$ cat config.mk
export PLATFORM = sky130hd
export DESIGN_NAME = asp_input_ports
export DESIGN_NICKNAME = d
export VERILOG_FILES = /design/src/asp_input_ports.v
export VERILOG_INCLUDE_DIRS = /design/src /design/src/src
export SDC_FILE = /design/constraint.sdc
export NUM_CORES = 1
export LEC_CHECK = 0
export ABC_AREA = 1
export BUFFER_PORTS_ARGS = -buffer_cell sky130_fd_sc_hd__buf_2
export CAP_MARGIN = 15
export CORE_ASPECT_RATIO = 1.2
export CORE_UTILIZATION = 44
export DETAILED_ROUTE_END_ITERATION = 7
export GPL_ROUTABILITY_DRIVEN = 0
export GPL_TIMING_DRIVEN = 0
export HOLD_SLACK_MARGIN = 0.06
export PLACE_DENSITY = 0.8
export SKIP_LAST_GASP = 1
export SYNTH_ARGS = -nofsm -noshare
export SYNTH_HDL_FRONTEND = slang
export SYNTH_SLANG_ARGS = --single-unit
$ cat constraint.sdc
create_clock -name core_clk -period 0.93 [get_ports core_clk]
set_input_delay 0.2325 -clock core_clk [delete_from_list [all_inputs] [get_ports core_clk]]
set_output_delay 0.2325 -clock core_clk [all_outputs]
set_load 0.01 [all_outputs]
$ cat src/asp_map.vh
// Register map, field layout and reset values of the analog-shared input ports.
// Assumes a byte-addressed view of 32-bit registers at byte offsets below.
`ifndef ASP_MAP_VH
`define ASP_MAP_VH

// Bus geometry
`define ASP_ADDR_W 8
`define ASP_DATA_W 32

// 8-bit port register offsets
`define ASP_P8_LEVELS_OFS 8'h00
`define ASP_P8_FSEL_OFS 8'h08
`define ASP_P8_PULLUP_OFS 8'h2c
`define ASP_P8_INEN_OFS 8'h38

// 4-bit port register offsets, placed in a second window
`define ASP_P4_LEVELS_OFS 8'h40
`define ASP_P4_PULLUP_OFS 8'h6c
`define ASP_P4_INEN_OFS 8'h78

// Port widths and function-select width
`define ASP_P4_W 4
`define ASP_P8_W 8
`define ASP_FSEL_W 4

// Reset values
`define ASP_P4_LEVELS_RST 4'hf
`define ASP_P8_LEVELS_RST 8'hff
`define ASP_P4_CTRL_RST 4'h0
`define ASP_P8_CTRL_RST 8'h00
`define ASP_FSEL_RST 4'h0

// Function-select bit positions
`define ASP_FSEL_T5IN0 0
`define ASP_FSEL_T5IN1 1
`define ASP_FSEL_T6IN0 2
`define ASP_FSEL_T6IN1 3

// Level read on a pin whose input path is closed
`define ASP_CLOSED_LEVEL 1'b1

`endif

$ cat src/asp_input_ports.v
// Two input-only pin ports (4 and 8 bits) shared with converter and timer inputs,
// with their pull-up and input-enable registers and the 8-bit port's function-select register.
// Also holds the two-flop synchroniser shared by both pin groups.
// Assumes a single-cycle register port on core_clk and raw asynchronous pins.
`timescale 1ns/1ps
`include "asp_map.vh"

module asp_input_ports #(
	parameter P4_W = `ASP_P4_W,
	parameter P8_W = `ASP_P8_W
) (
	core_clk,
	rstn,
	regAddr,
	regWdata,
	regWrite,
	regRead,
	regRdata,
	port4Pins,
	port8Pins,
	port4PullupBits,
	port4InputBits,
	port8PullupBits,
	port8InputBits,
	port4AnalogReady,
	port8AnalogReady,
	timerFiveInputZero,
	timerFiveInputOne,
	timerSixInputZero,
	timerSixInputOne
);
	input wire core_clk;
	input wire rstn;
	input wire [`ASP_ADDR_W-1:0] regAddr;
	input wire [`ASP_DATA_W-1:0] regWdata;
	input wire regWrite;
	input wire regRead;
	output wire [`ASP_DATA_W-1:0] regRdata;
	input wire [P4_W-1:0] port4Pins;
	input wire [P8_W-1:0] port8Pins;
	output wire [P4_W-1:0] port4PullupBits;
	output wire [P4_W-1:0] port4InputBits;
	output wire [P8_W-1:0] port8PullupBits;
	output wire [P8_W-1:0] port8InputBits;
	output wire [P4_W-1:0] port4AnalogReady;
	output wire [P8_W-1:0] port8AnalogReady;
	output wire timerFiveInputZero;
	output wire timerFiveInputOne;
	output wire timerSixInputZero;
	output wire timerSixInputOne;

	// Control registers
	reg [P4_W-1:0] port4Pullup_reg;
	reg [P4_W-1:0] port4Inen_reg;
	reg [P8_W-1:0] port8Pullup_reg;
	reg [P8_W-1:0] port8Inen_reg;
	reg [`ASP_FSEL_W-1:0] port8Fsel_reg;

	// Next values of the control registers
	reg [P4_W-1:0] port4Pullup_next;
	reg [P4_W-1:0] port4Inen_next;
	reg [P8_W-1:0] port8Pullup_next;
	reg [P8_W-1:0] port8Inen_next;
	reg [`ASP_FSEL_W-1:0] port8Fsel_next;

	// Analog hand-over status flops and their next values
	reg [P4_W-1:0] port4Analog_reg;
	reg [P4_W-1:0] port4Analog_next;
	reg [P8_W-1:0] port8Analog_reg;
	reg [P8_W-1:0] port8Analog_next;

	// Synchronised pin levels; the raw pins reach nothing else
	wire [P4_W-1:0] port4Sync;
	wire [P8_W-1:0] port8Sync;

	// Timer input flops and read data
	reg [`ASP_FSEL_W-1:0] timerIn_reg;
	reg [`ASP_FSEL_W-1:0] timerIn_next;
	reg [`ASP_DATA_W-1:0] rdata_reg;
	reg [`ASP_DATA_W-1:0] rdata_next;

	// Gated pin levels as software sees them
	wire [P4_W-1:0] port4Levels;
	wire [P8_W-1:0] port8Levels;

	// Write strobes per register
	wire wrP4Pullup;
	wire wrP4Inen;
	wire wrP8Pullup;
	wire wrP8Inen;
	wire wrP8Fsel;

	// Address decode for writes; level registers have no write strobe at all.
	// The full address is compared, so no register answers at an alias and a
	// write to an unmapped offset changes nothing
	assign wrP4Pullup = regWrite && (regAddr == `ASP_P4_PULLUP_OFS);
	assign wrP4Inen = regWrite && (regAddr == `ASP_P4_INEN_OFS);
	assign wrP8Pullup = regWrite && (regAddr == `ASP_P8_PULLUP_OFS);
	assign wrP8Inen = regWrite && (regAddr == `ASP_P8_INEN_OFS);
	assign wrP8Fsel = regWrite && (regAddr == `ASP_P8_FSEL_OFS);

	// Two-flop synchronisers on both pin groups; they reset to the closed level
	// like the level registers, which read all ones out of reset with every input closed
	asp_sync2 #(
		.W(P4_W)
	) asp_sync2_p4_i (
		.core_clk(core_clk),
		.rstn(rstn),
		.rawIn(port4Pins),
		.syncOut(port4Sync)
	);

	// Same synchroniser for the 8-bit group; the four timer pins share it
	asp_sync2 #(
		.W(P8_W)
	) asp_sync2_p8_i (
		.core_clk(core_clk),
		.rstn(rstn),
		.rawIn(port8Pins),
		.syncOut(port8Sync)
	);

	// 4-bit port next values; only the low P4_W bits of write data are kept.
	// Holding the old value is the default, so other writes leave them alone
	always @* begin
		port4Pullup_next = port4Pullup_reg;
		port4Inen_next = port4Inen_reg;
		if (wrP4Pullup) begin
			port4Pullup_next = regWdata[P4_W-1:0];
		end
		if (wrP4Inen) begin
			port4Inen_next = regWdata[P4_W-1:0];
		end
	end

	// 4-bit port control flops
	always @(posedge core_clk or negedge rstn) begin
		if (!rstn) begin
			port4Pullup_reg <= `ASP_P4_CTRL_RST;
			port4Inen_reg <= `ASP_P4_CTRL_RST;
		end else begin
			port4Pullup_reg <= port4Pullup_next;
			port4Inen_reg <= port4Inen_next;
		end
	end

	// 8-bit port next values; reserved upper write bits are dropped.
	// Holding the old value is the default, so other writes leave them alone
	always @* begin
		port8Pullup_next = port8Pullup_reg;
		port8Inen_next = port8Inen_reg;
		port8Fsel_next = port8Fsel_reg;
		if (wrP8Pullup) begin
			port8Pullup_next = regWdata[P8_W-1:0];
		end
		if (wrP8Inen) begin
			port8Inen_next = regWdata[P8_W-1:0];
		end
		if (wrP8Fsel) begin
			port8Fsel_next = regWdata[`ASP_FSEL_W-1:0];
		end
	end

	// 8-bit port control flops
	always @(posedge core_clk or negedge rstn) begin
		if (!rstn) begin
			port8Pullup_reg <= `ASP_P8_CTRL_RST;
			port8Inen_reg <= `ASP_P8_CTRL_RST;
			port8Fsel_reg <= `ASP_FSEL_RST;
		end else begin
			port8Pullup_reg <= port8Pullup_next;
			port8Inen_reg <= port8Inen_next;
			port8Fsel_reg <= port8Fsel_next;
		end
	end

	// A closed input path reads high, so the level registers show all ones after
	// reset; this also keeps floating analog pins from toggling digital logic.
	// The synchronisers run whether or not a path is open, so opening an input
	// shows the present pin level at once
	assign port4Levels = (port4Sync & port4Inen_reg) | ~port4Inen_reg;
	assign port8Levels = (port8Sync & port8Inen_reg) | ~port8Inen_reg;

	// Timer routing: a pin reaches its timer only with function and input both on;
	// otherwise the timer sees a steady low, never a stale pin value. Gating by the
	// input enable also keeps a pin handed to the converter from clocking a capture
	always @* begin
		timerIn_next = {`ASP_FSEL_W{1'b0}};
		timerIn_next[`ASP_FSEL_T5IN0] = port8Fsel_reg[`ASP_FSEL_T5IN0]
			& port8Inen_reg[`ASP_FSEL_T5IN0] & port8Sync[`ASP_FSEL_T5IN0];
		timerIn_next[`ASP_FSEL_T5IN1] = port8Fsel_reg[`ASP_FSEL_T5IN1]
			& port8Inen_reg[`ASP_FSEL_T5IN1] & port8Sync[`ASP_FSEL_T5IN1];
		timerIn_next[`ASP_FSEL_T6IN0] = port8Fsel_reg[`ASP_FSEL_T6IN0]
			& port8Inen_reg[`ASP_FSEL_T6IN0] & port8Sync[`ASP_FSEL_T6IN0];
		timerIn_next[`ASP_FSEL_T6IN1] = port8Fsel_reg[`ASP_FSEL_T6IN1]
			& port8Inen_reg[`ASP_FSEL_T6IN1] & port8Sync[`ASP_FSEL_T6IN1];
	end

	// Timer inputs come from flops, one cycle behind the synchroniser.
	// This costs a cycle of latency but gives the capture units a glitch-free input
	always @(posedge core_clk or negedge rstn) begin
		if (!rstn) begin
			timerIn_reg <= {`ASP_FSEL_W{1'b0}};
		end else begin
			timerIn_reg <= timerIn_next;
		end
	end

	// Read mux; unmapped addresses and reserved bits return zero.
	// The mux is gated by the read strobe, so the data flop below clears itself
	// in every cycle that follows no read
	always @* begin
		rdata_next = {`ASP_DATA_W{1'b0}};
		if (regRead) begin
			case (regAddr)
				`ASP_P8_LEVELS_OFS: begin
					rdata_next[P8_W-1:0] = port8Levels;
				end
				`ASP_P8_FSEL_OFS: begin
					rdata_next[`ASP_FSEL_W-1:0] = port8Fsel_reg;
				end
				`ASP_P8_PULLUP_OFS: begin
					rdata_next[P8_W-1:0] = port8Pullup_reg;
				end
				`ASP_P8_INEN_OFS: begin
					rdata_next[P8_W-1:0] = port8Inen_reg;
				end
				`ASP_P4_LEVELS_OFS: begin
					rdata_next[P4_W-1:0] = port4Levels;
				end
				`ASP_P4_PULLUP_OFS: begin
					rdata_next[P4_W-1:0] = port4Pullup_reg;
				end
				`ASP_P4_INEN_OFS: begin
					rdata_next[P4_W-1:0] = port4Inen_reg;
				end
				default: begin
					rdata_next = {`ASP_DATA_W{1'b0}};
				end
			endcase
		end
	end

	// Read data stands only in the cycle after the strobe, zero otherwise.
	// Clearing between reads keeps stale register contents off the shared bus
	always @(posedge core_clk or negedge rstn) begin
		if (!rstn) begin
			rdata_reg <= {`ASP_DATA_W{1'b0}};
		end else begin
			rdata_reg <= rdata_next;
		end
	end

	// Pad controls straight from the registers
	// Flop outputs, so the pad drivers see no decode glitches
	assign port4PullupBits = port4Pullup_reg;
	assign port4InputBits = port4Inen_reg;
	assign port8PullupBits = port8Pullup_reg;
	assign port8InputBits = port8Inen_reg;

	// Status only: software still owns the analog hand-over, this just shows
	// which pins are fully released from the digital path. Built from the next
	// values so it changes on the same edge as the control outputs it follows
	always @* begin
		port4Analog_next = ~port4Inen_next & ~port4Pullup_next;
		port8Analog_next = ~port8Inen_next & ~port8Pullup_next;
	end

	// Analog status flops; every pin reads as released while in reset
	always @(posedge core_clk or negedge rstn) begin
		if (!rstn) begin
			port4Analog_reg <= ~`ASP_P4_CTRL_RST;
			port8Analog_reg <= ~`ASP_P8_CTRL_RST;
		end else begin
			port4Analog_reg <= port4Analog_next;
			port8Analog_reg <= port8Analog_next;
		end
	end

	assign port4AnalogReady = port4Analog_reg;
	assign port8AnalogReady = port8Analog_reg;

	// Timer outputs, one per function-select bit position
	assign timerFiveInputZero = timerIn_reg[`ASP_FSEL_T5IN0];
	assign timerFiveInputOne = timerIn_reg[`ASP_FSEL_T5IN1];
	assign timerSixInputZero = timerIn_reg[`ASP_FSEL_T6IN0];
	assign timerSixInputOne = timerIn_reg[`ASP_FSEL_T6IN1];

	// Read data straight from its flop
	assign regRdata = rdata_reg;

endmodule // asp_input_ports

// Two-flop synchroniser for a group of asynchronous pins. Only the second
// stage is visible outside. Bits are synchronised one by one, so a pattern
// that changes on several pins at once may be seen split across two cycles;
// the pins here are independent inputs, so that is acceptable. Both stages
// reset to a chosen level so the first reads after reset are predictable.
module asp_sync2 #(
	parameter W = 1,
	parameter [0:0] RST_LEVEL = `ASP_CLOSED_LEVEL
) (
	core_clk,
	rstn,
	rawIn,
	syncOut
);
	// Clock, reset and the raw and synchronised pin groups
	input wire core_clk;
	input wire rstn;
	input wire [W-1:0] rawIn;
	output wire [W-1:0] syncOut;

	// First stage may go metastable; nothing but the second stage reads it
	reg [W-1:0] meta_reg;
	reg [W-1:0] sync_reg;

	// Both stages shift on every edge; reset loads the chosen level
	always @(posedge core_clk or negedge rstn) begin
		if (!rstn) begin
			meta_reg <= {W{RST_LEVEL}};
			sync_reg <= {W{RST_LEVEL}};
		end else begin
			meta_reg <= rawIn;
			sync_reg <= meta_reg;
		end
	end

	// Only the settled stage leaves the module
	assign syncOut = sync_reg;

endmodule // asp_sync2

Word level (Yosys, flattened, before mapping)
Index checks and enable logic that the tools add are counted.

cells by class
  multiplexer cells = 7
  reductions and logical operators = 6
  bitwise operators = 20
  equal/unequal tests = 6

operators by type and width
  cell                number
  $pmux 4 s7          1
  $eq 8x7->1 const B  3
  $mux 8              3
  $not 8->8           3
  $and 8x8->8         2
  $eq 8x6->1 const B  2
  $not 4->4           3
  $pmux 4 s3          1
  $and 1x1->1         8
  $and 4x4->4         2
  $eq 8x4->1 const B  1
  $logic_not 8->1     1
  $mux 4              2
  $or 8x8->8          1
  $logic_and 1x1->1   5
  $or 4x4->4          1

word-level totals
  register bits = 76
  input port bits = 56

Depth between registers and ports, before layout
  depth after elaboration = 5
  depth in mapped cells = 10
  mapped depth without buffers = 8

Hierarchy
Synthesis repeated with hierarchy kept, for this count alone.

unflattened totals
  cells, all modules = 337
  area, all modules = 3309.4 um^2

by module, submodules not included
  module                      cells each  sequential area each (um^2)  area an instance (um^2)  instances
  asp_input_ports             313         1316.3                       2678.8                   1
  asp_sync2 (asp_sync2_p8_i)  16          420.4                        420.4                    1
  asp_sync2 (asp_sync2_p4_i)  8           210.2                        210.2                    1

Worst setup path before layout
Ideal clock, no wire load.

  kind = input -> register
  start point = input regAddr[7]
  end point = register port8Analog_reg[4] (netlist: port8AnalogReady[4])
  setup slack = -307 ps
  data required time = 865 ps
  arrival time = 1171 ps
  buffers on the path = 2
  stages on the path = 10
  cell sequence = inv_1 > nand2_1 > nor2_4 > and2_4 > buf_6 > nand2_4 > buf_6 > nand2_2 > nand2_2 > nor2_2

between the ends
  word-level cells in the longest chain between the ends = 5
  elaborated cells on any way between the ends = 9
  those cells by class = 2 x eq/ne; 2 x mux; 3 x bitwise; 2 x reduce/logical

ends and longest elaborated chain
  element                  RTL line               text
  start, declared          asp_input_ports.v:34   input wire [`ASP_ADDR_W-1:0] regAddr;
  $eq 8x6->1               n/a
  $logic_and 1x1->1        asp_input_ports.v:98   assign wrP8Pullup = regWrite && (regAddr == `ASP_P8_PULLUP_OFS);
  $mux 8                   asp_input_ports.v:153  if (wrP8Pullup) begin
  via port8Pullup_next[4]  asp_input_ports.v:62   reg [P8_W-1:0] port8Pullup_next;
  $not 8->8                asp_input_ports.v:266  port8Analog_next = ~port8Inen_next & ~port8Pullup_next;
  $and 8x8->8              asp_input_ports.v:266
  via port8Analog_next[4]  asp_input_ports.v:70   reg [P8_W-1:0] port8Analog_next;
  end signal, assigned     asp_input_ports.v:273  port8Analog_reg <= ~`ASP_P8_CTRL_RST;
  end signal, assigned     asp_input_ports.v:276  port8Analog_reg <= port8Analog_next;
  end, declared            asp_input_ports.v:69   reg [P8_W-1:0] port8Analog_reg;

The timed path passes the listed nets, and every way through them passes these cells.
A chain may end at the register's enable or synchronous reset.

Worst setup path after layout
  start point = register port8Analog_reg[0] (netlist: port8AnalogReady[0])
  end point = output port8AnalogReady[0]

RTL lines
  element        RTL line              text
  end, declared  asp_input_ports.v:46  output wire [P8_W-1:0] port8AnalogReady;

No word-level cell between the ends.

==> flow_summary.yaml <==
sta:
  hold_viol: 4
  period_share_pct: 133
  maxSlewHeadroom_pct: 38.0
  finClkSkew_ns: 0.0124
  whs_ns: -0.00806
  fin_crit_ns: 1.24
  slew_viol_final: 0
  timing.final.setup_violations: 65
  max_freq_ghz: 0.808
  rsz0062_at_grt: "yes"
  tns_ns: -10.71
  fin_ws_ns: -0.308
  worst_pin_slew_ns: 0.930
placed_design:
  placed_area_mm2: 0.00400
  port_buffers: 79
  dp_hpwl_um: 5350
synthesis:
  syn_inst: 335
  synth_seq_cells: 76
  synth_top_area_share_pct: 30.5
  avgSynthCellArea_um2: 9.79
  synth_warnings: 0
  ys_seq_area_share_pct: 59.4
  synth_top_area_cell: "dfrtp_1"
  synthesis.area_mm2: 0.00328
  yosysUniqueCellTypes: 23
  synthTopCellsByArea: "dfrtp_1 31%, dfstp_2 29%, nand2_1 7.2%"
critical_path:
  r2r-end: "regRdata[1]"
  reg2reg_setup_slack_ns: -0.20
  r2r_cells: 6
  cp-end-kind: "output pin"
  reg2reg_from: "asp_sync2_p4_i.syncOut[1]"
  cp-start-kind: "register"
  slowest_stage: "dfstp_2"
  critPathKind: "register to output pin"
  worstPathRequired_ns: 0.70
  cpPeakStageDelay_ns: 0.54
  path_delay_family: "flip-flops"
  arrival_ns: 1.01
  crit_chain: "buf_6"
  crit_fanout: 1
  crit_buf_inv: 1
finish:
  fill_cells: 476
  area_growth_pct: 56.2
  fin_area_mm2: 0.00512
  utilization_pct: 70.8
  drive_gt1_share_pct: 57.9
  fin_nets: 554
  diodes: 0
drt:
  drt-pass1-iter-count: 6
  drc: 0
  ant_nets: 0
  vias_per_cell: 5.10
  routed_wl_um: 9660
  vias: 3025
  avgRoutedWirePerCell_um: 16.3
  drt_iter0_markers: 283
flow_run:
  cap_violations: 0
global_route:
  grt_pass1_wl_um: 13900
  first_global_vias: 2978
  grt_overflow: 0
  grt_max_degree: 77
  antenna_found_initial: 0
  grt_usage_pct: 24.7
power_and_ir_drop:
  powerDensity_mw_per_mm2: 1460
  p_total_mw: 7.48
  p_leak_nw: 2.66
  vdd_drop_max_mv: 0.898
worst_hold_path:
  holdCritPathClass: "input port to async pin"
cts:
  clk_path_buf_depth: 2
  worstSkewPairLatency_ns: 0.36
  clkTransAtPathRegs_ns: 0.09
  cts_root_buf: "clkbuf_8"
  htree_levels: 3
  cts.sinks: 76
  numCtsBuffers: 9
  cts_tree: "done"
die:
  fp.dieW_um: 80.8
  dieArea_mm2: 0.00780
  row_count: 34
  die_y_um: 96.6
  coreArea_mm2: 0.00723
  ios: 128
  initial_core_util_pct: 45.3
outcome:
  outcome: "finished with violations"
  violations: "hold timing, setup timing"
timing repair:
action | CTS | global route
buffers inserted | 36 | 3
pin swaps | 25 | 35
hold buffers | 12 | 0
endpoints found under the hold margin | 52 | 0
gates resized for setup | 77 | 53
setup endpoints to repair | 93 | 87
gates cloned | 2 | 0
cell usage after synthesis:
| library cell | count |
|---|---|
| a21oi_1 | 4 |
| and2_4 | 1 |
| buf_2 | 1 |
| buf_4 | 24 |
| buf_6 | 3 |
| conb_1 | 1 |
| dfrtp_1 | 40 |
| dfstp_2 | 36 |
| inv_1 | 38 |
| inv_2 | 1 |
| nand2_1 | 63 |
| nand2_2 | 17 |
| nand2_4 | 1 |
| nand3_1 | 27 |
| nor2_1 | 26 |
| nor2_2 | 11 |
| nor2_4 | 4 |
| nor2_8 | 1 |
| nor3_1 | 4 |
| o21a_1 | 4 |
| o21ai_0 | 21 |
| o21ai_2 | 6 |
| or2_2 | 1 |
worst max path at each step:
stage               slack [ns]                 from                   to  cells past startpoint
floorplan                -0.28           regAddr[1]  port8AnalogReady[2]                      9
global placement         -0.75           regAddr[1]  port8AnalogReady[3]                     10
detailed placement       -0.75           regAddr[1]  port8AnalogReady[7]                     10
CTS                      -0.31  port4AnalogReady[0]  port4AnalogReady[0]                      1
global route             -0.35  port8AnalogReady[0]  port8AnalogReady[0]                      1
finish                   -0.31  port8AnalogReady[0]  port8AnalogReady[0]                      1
cells in the final DEF, fill, tap and decap left out, types with 2 or more instances in the layout:
master and count:
buf_6 29, dfstp_2 36, dlygate4sd3_1 12, nor3_2 2, buf_12 2, o21ai_4 7, nor2_4 9, nor2_2 11
nand2_4 16, nand2_1 46, clkbuf_8 11, conb_1 24, buf_8 4, buf_2 48, nor3_1 2, o21ai_0 6
inv_2 6, o21ai_1 5, inv_4 2, o21a_1 4, nor2_1 21, clkbuf_1 2, o21ai_2 9, buf_4 60
nand2_8 3, a21oi_2 3, nand3_1 22, dfrtp_1 40, nand3_2 4, inv_6 2, inv_1 27, nand2_2 16
power by group:
group / leakage, nW / internal, mW / switching, mW
clock network: 0.104 / 1.40 / 1.21
logic: 1.67 / 0.570 / 0.637
registers: 0.890 / 3.57 / 0.100
total: 2.66 / 5.53 / 1.95
cell type report:
type,count,area [um^2],share of cell area [%]
plain buffers,26,211,4.13
clock buffers,13,159,3.10
clock inverters,3,43.8,0.855
inverters,39,193,3.76
multi-input cells,215,1400,27.3
flip-flops and latches,76,1950,38.0
well taps,90,113,2.20
repair buffers,131,1060,20.7
cells by family (layout without fill, tap and decap cells):
| logic type | count (synthesis) | count (layout) | share of synthesized area, % |
|---|---|---|---|
| AND/OR/NAND/NOR | 156 | 156 | 23.0 |
| buffers and inverters | 67 | 212 | 11.1 |
| AO/OA/AOI/OAI | 35 | 35 | 6.33 |
| other | 1 | 24 | 0.114 |
| flip-flops | 76 | 76 | 59.4 |
stage by stage:
| stage | cells | hold WS [ns] | setup WS (ns) |
|---|---|---|---|
| after floorplan | 358 | -0.0631 | -0.284 |
| after detailed placement | 527 | 0.339 | -0.750 |
| after CTS | 592 | 0.0373 | -0.305 |
| after global routing | 593 | 0.0755 | -0.346 |
| final | 593 | -0.00806 | -0.308 |
| after global placement | 527 | 0.337 | -0.749 |
metal layers:
layer	part of all wire [%]	track usage (%)	up-vias
met1	36	25.8	1439
met5	0	0	-
met4	6.1	19.6	0
met3	8.3	8.36	68
li1	-	-	1334
met2	50	40.5	184
Power figures use the tool's default switching activity.
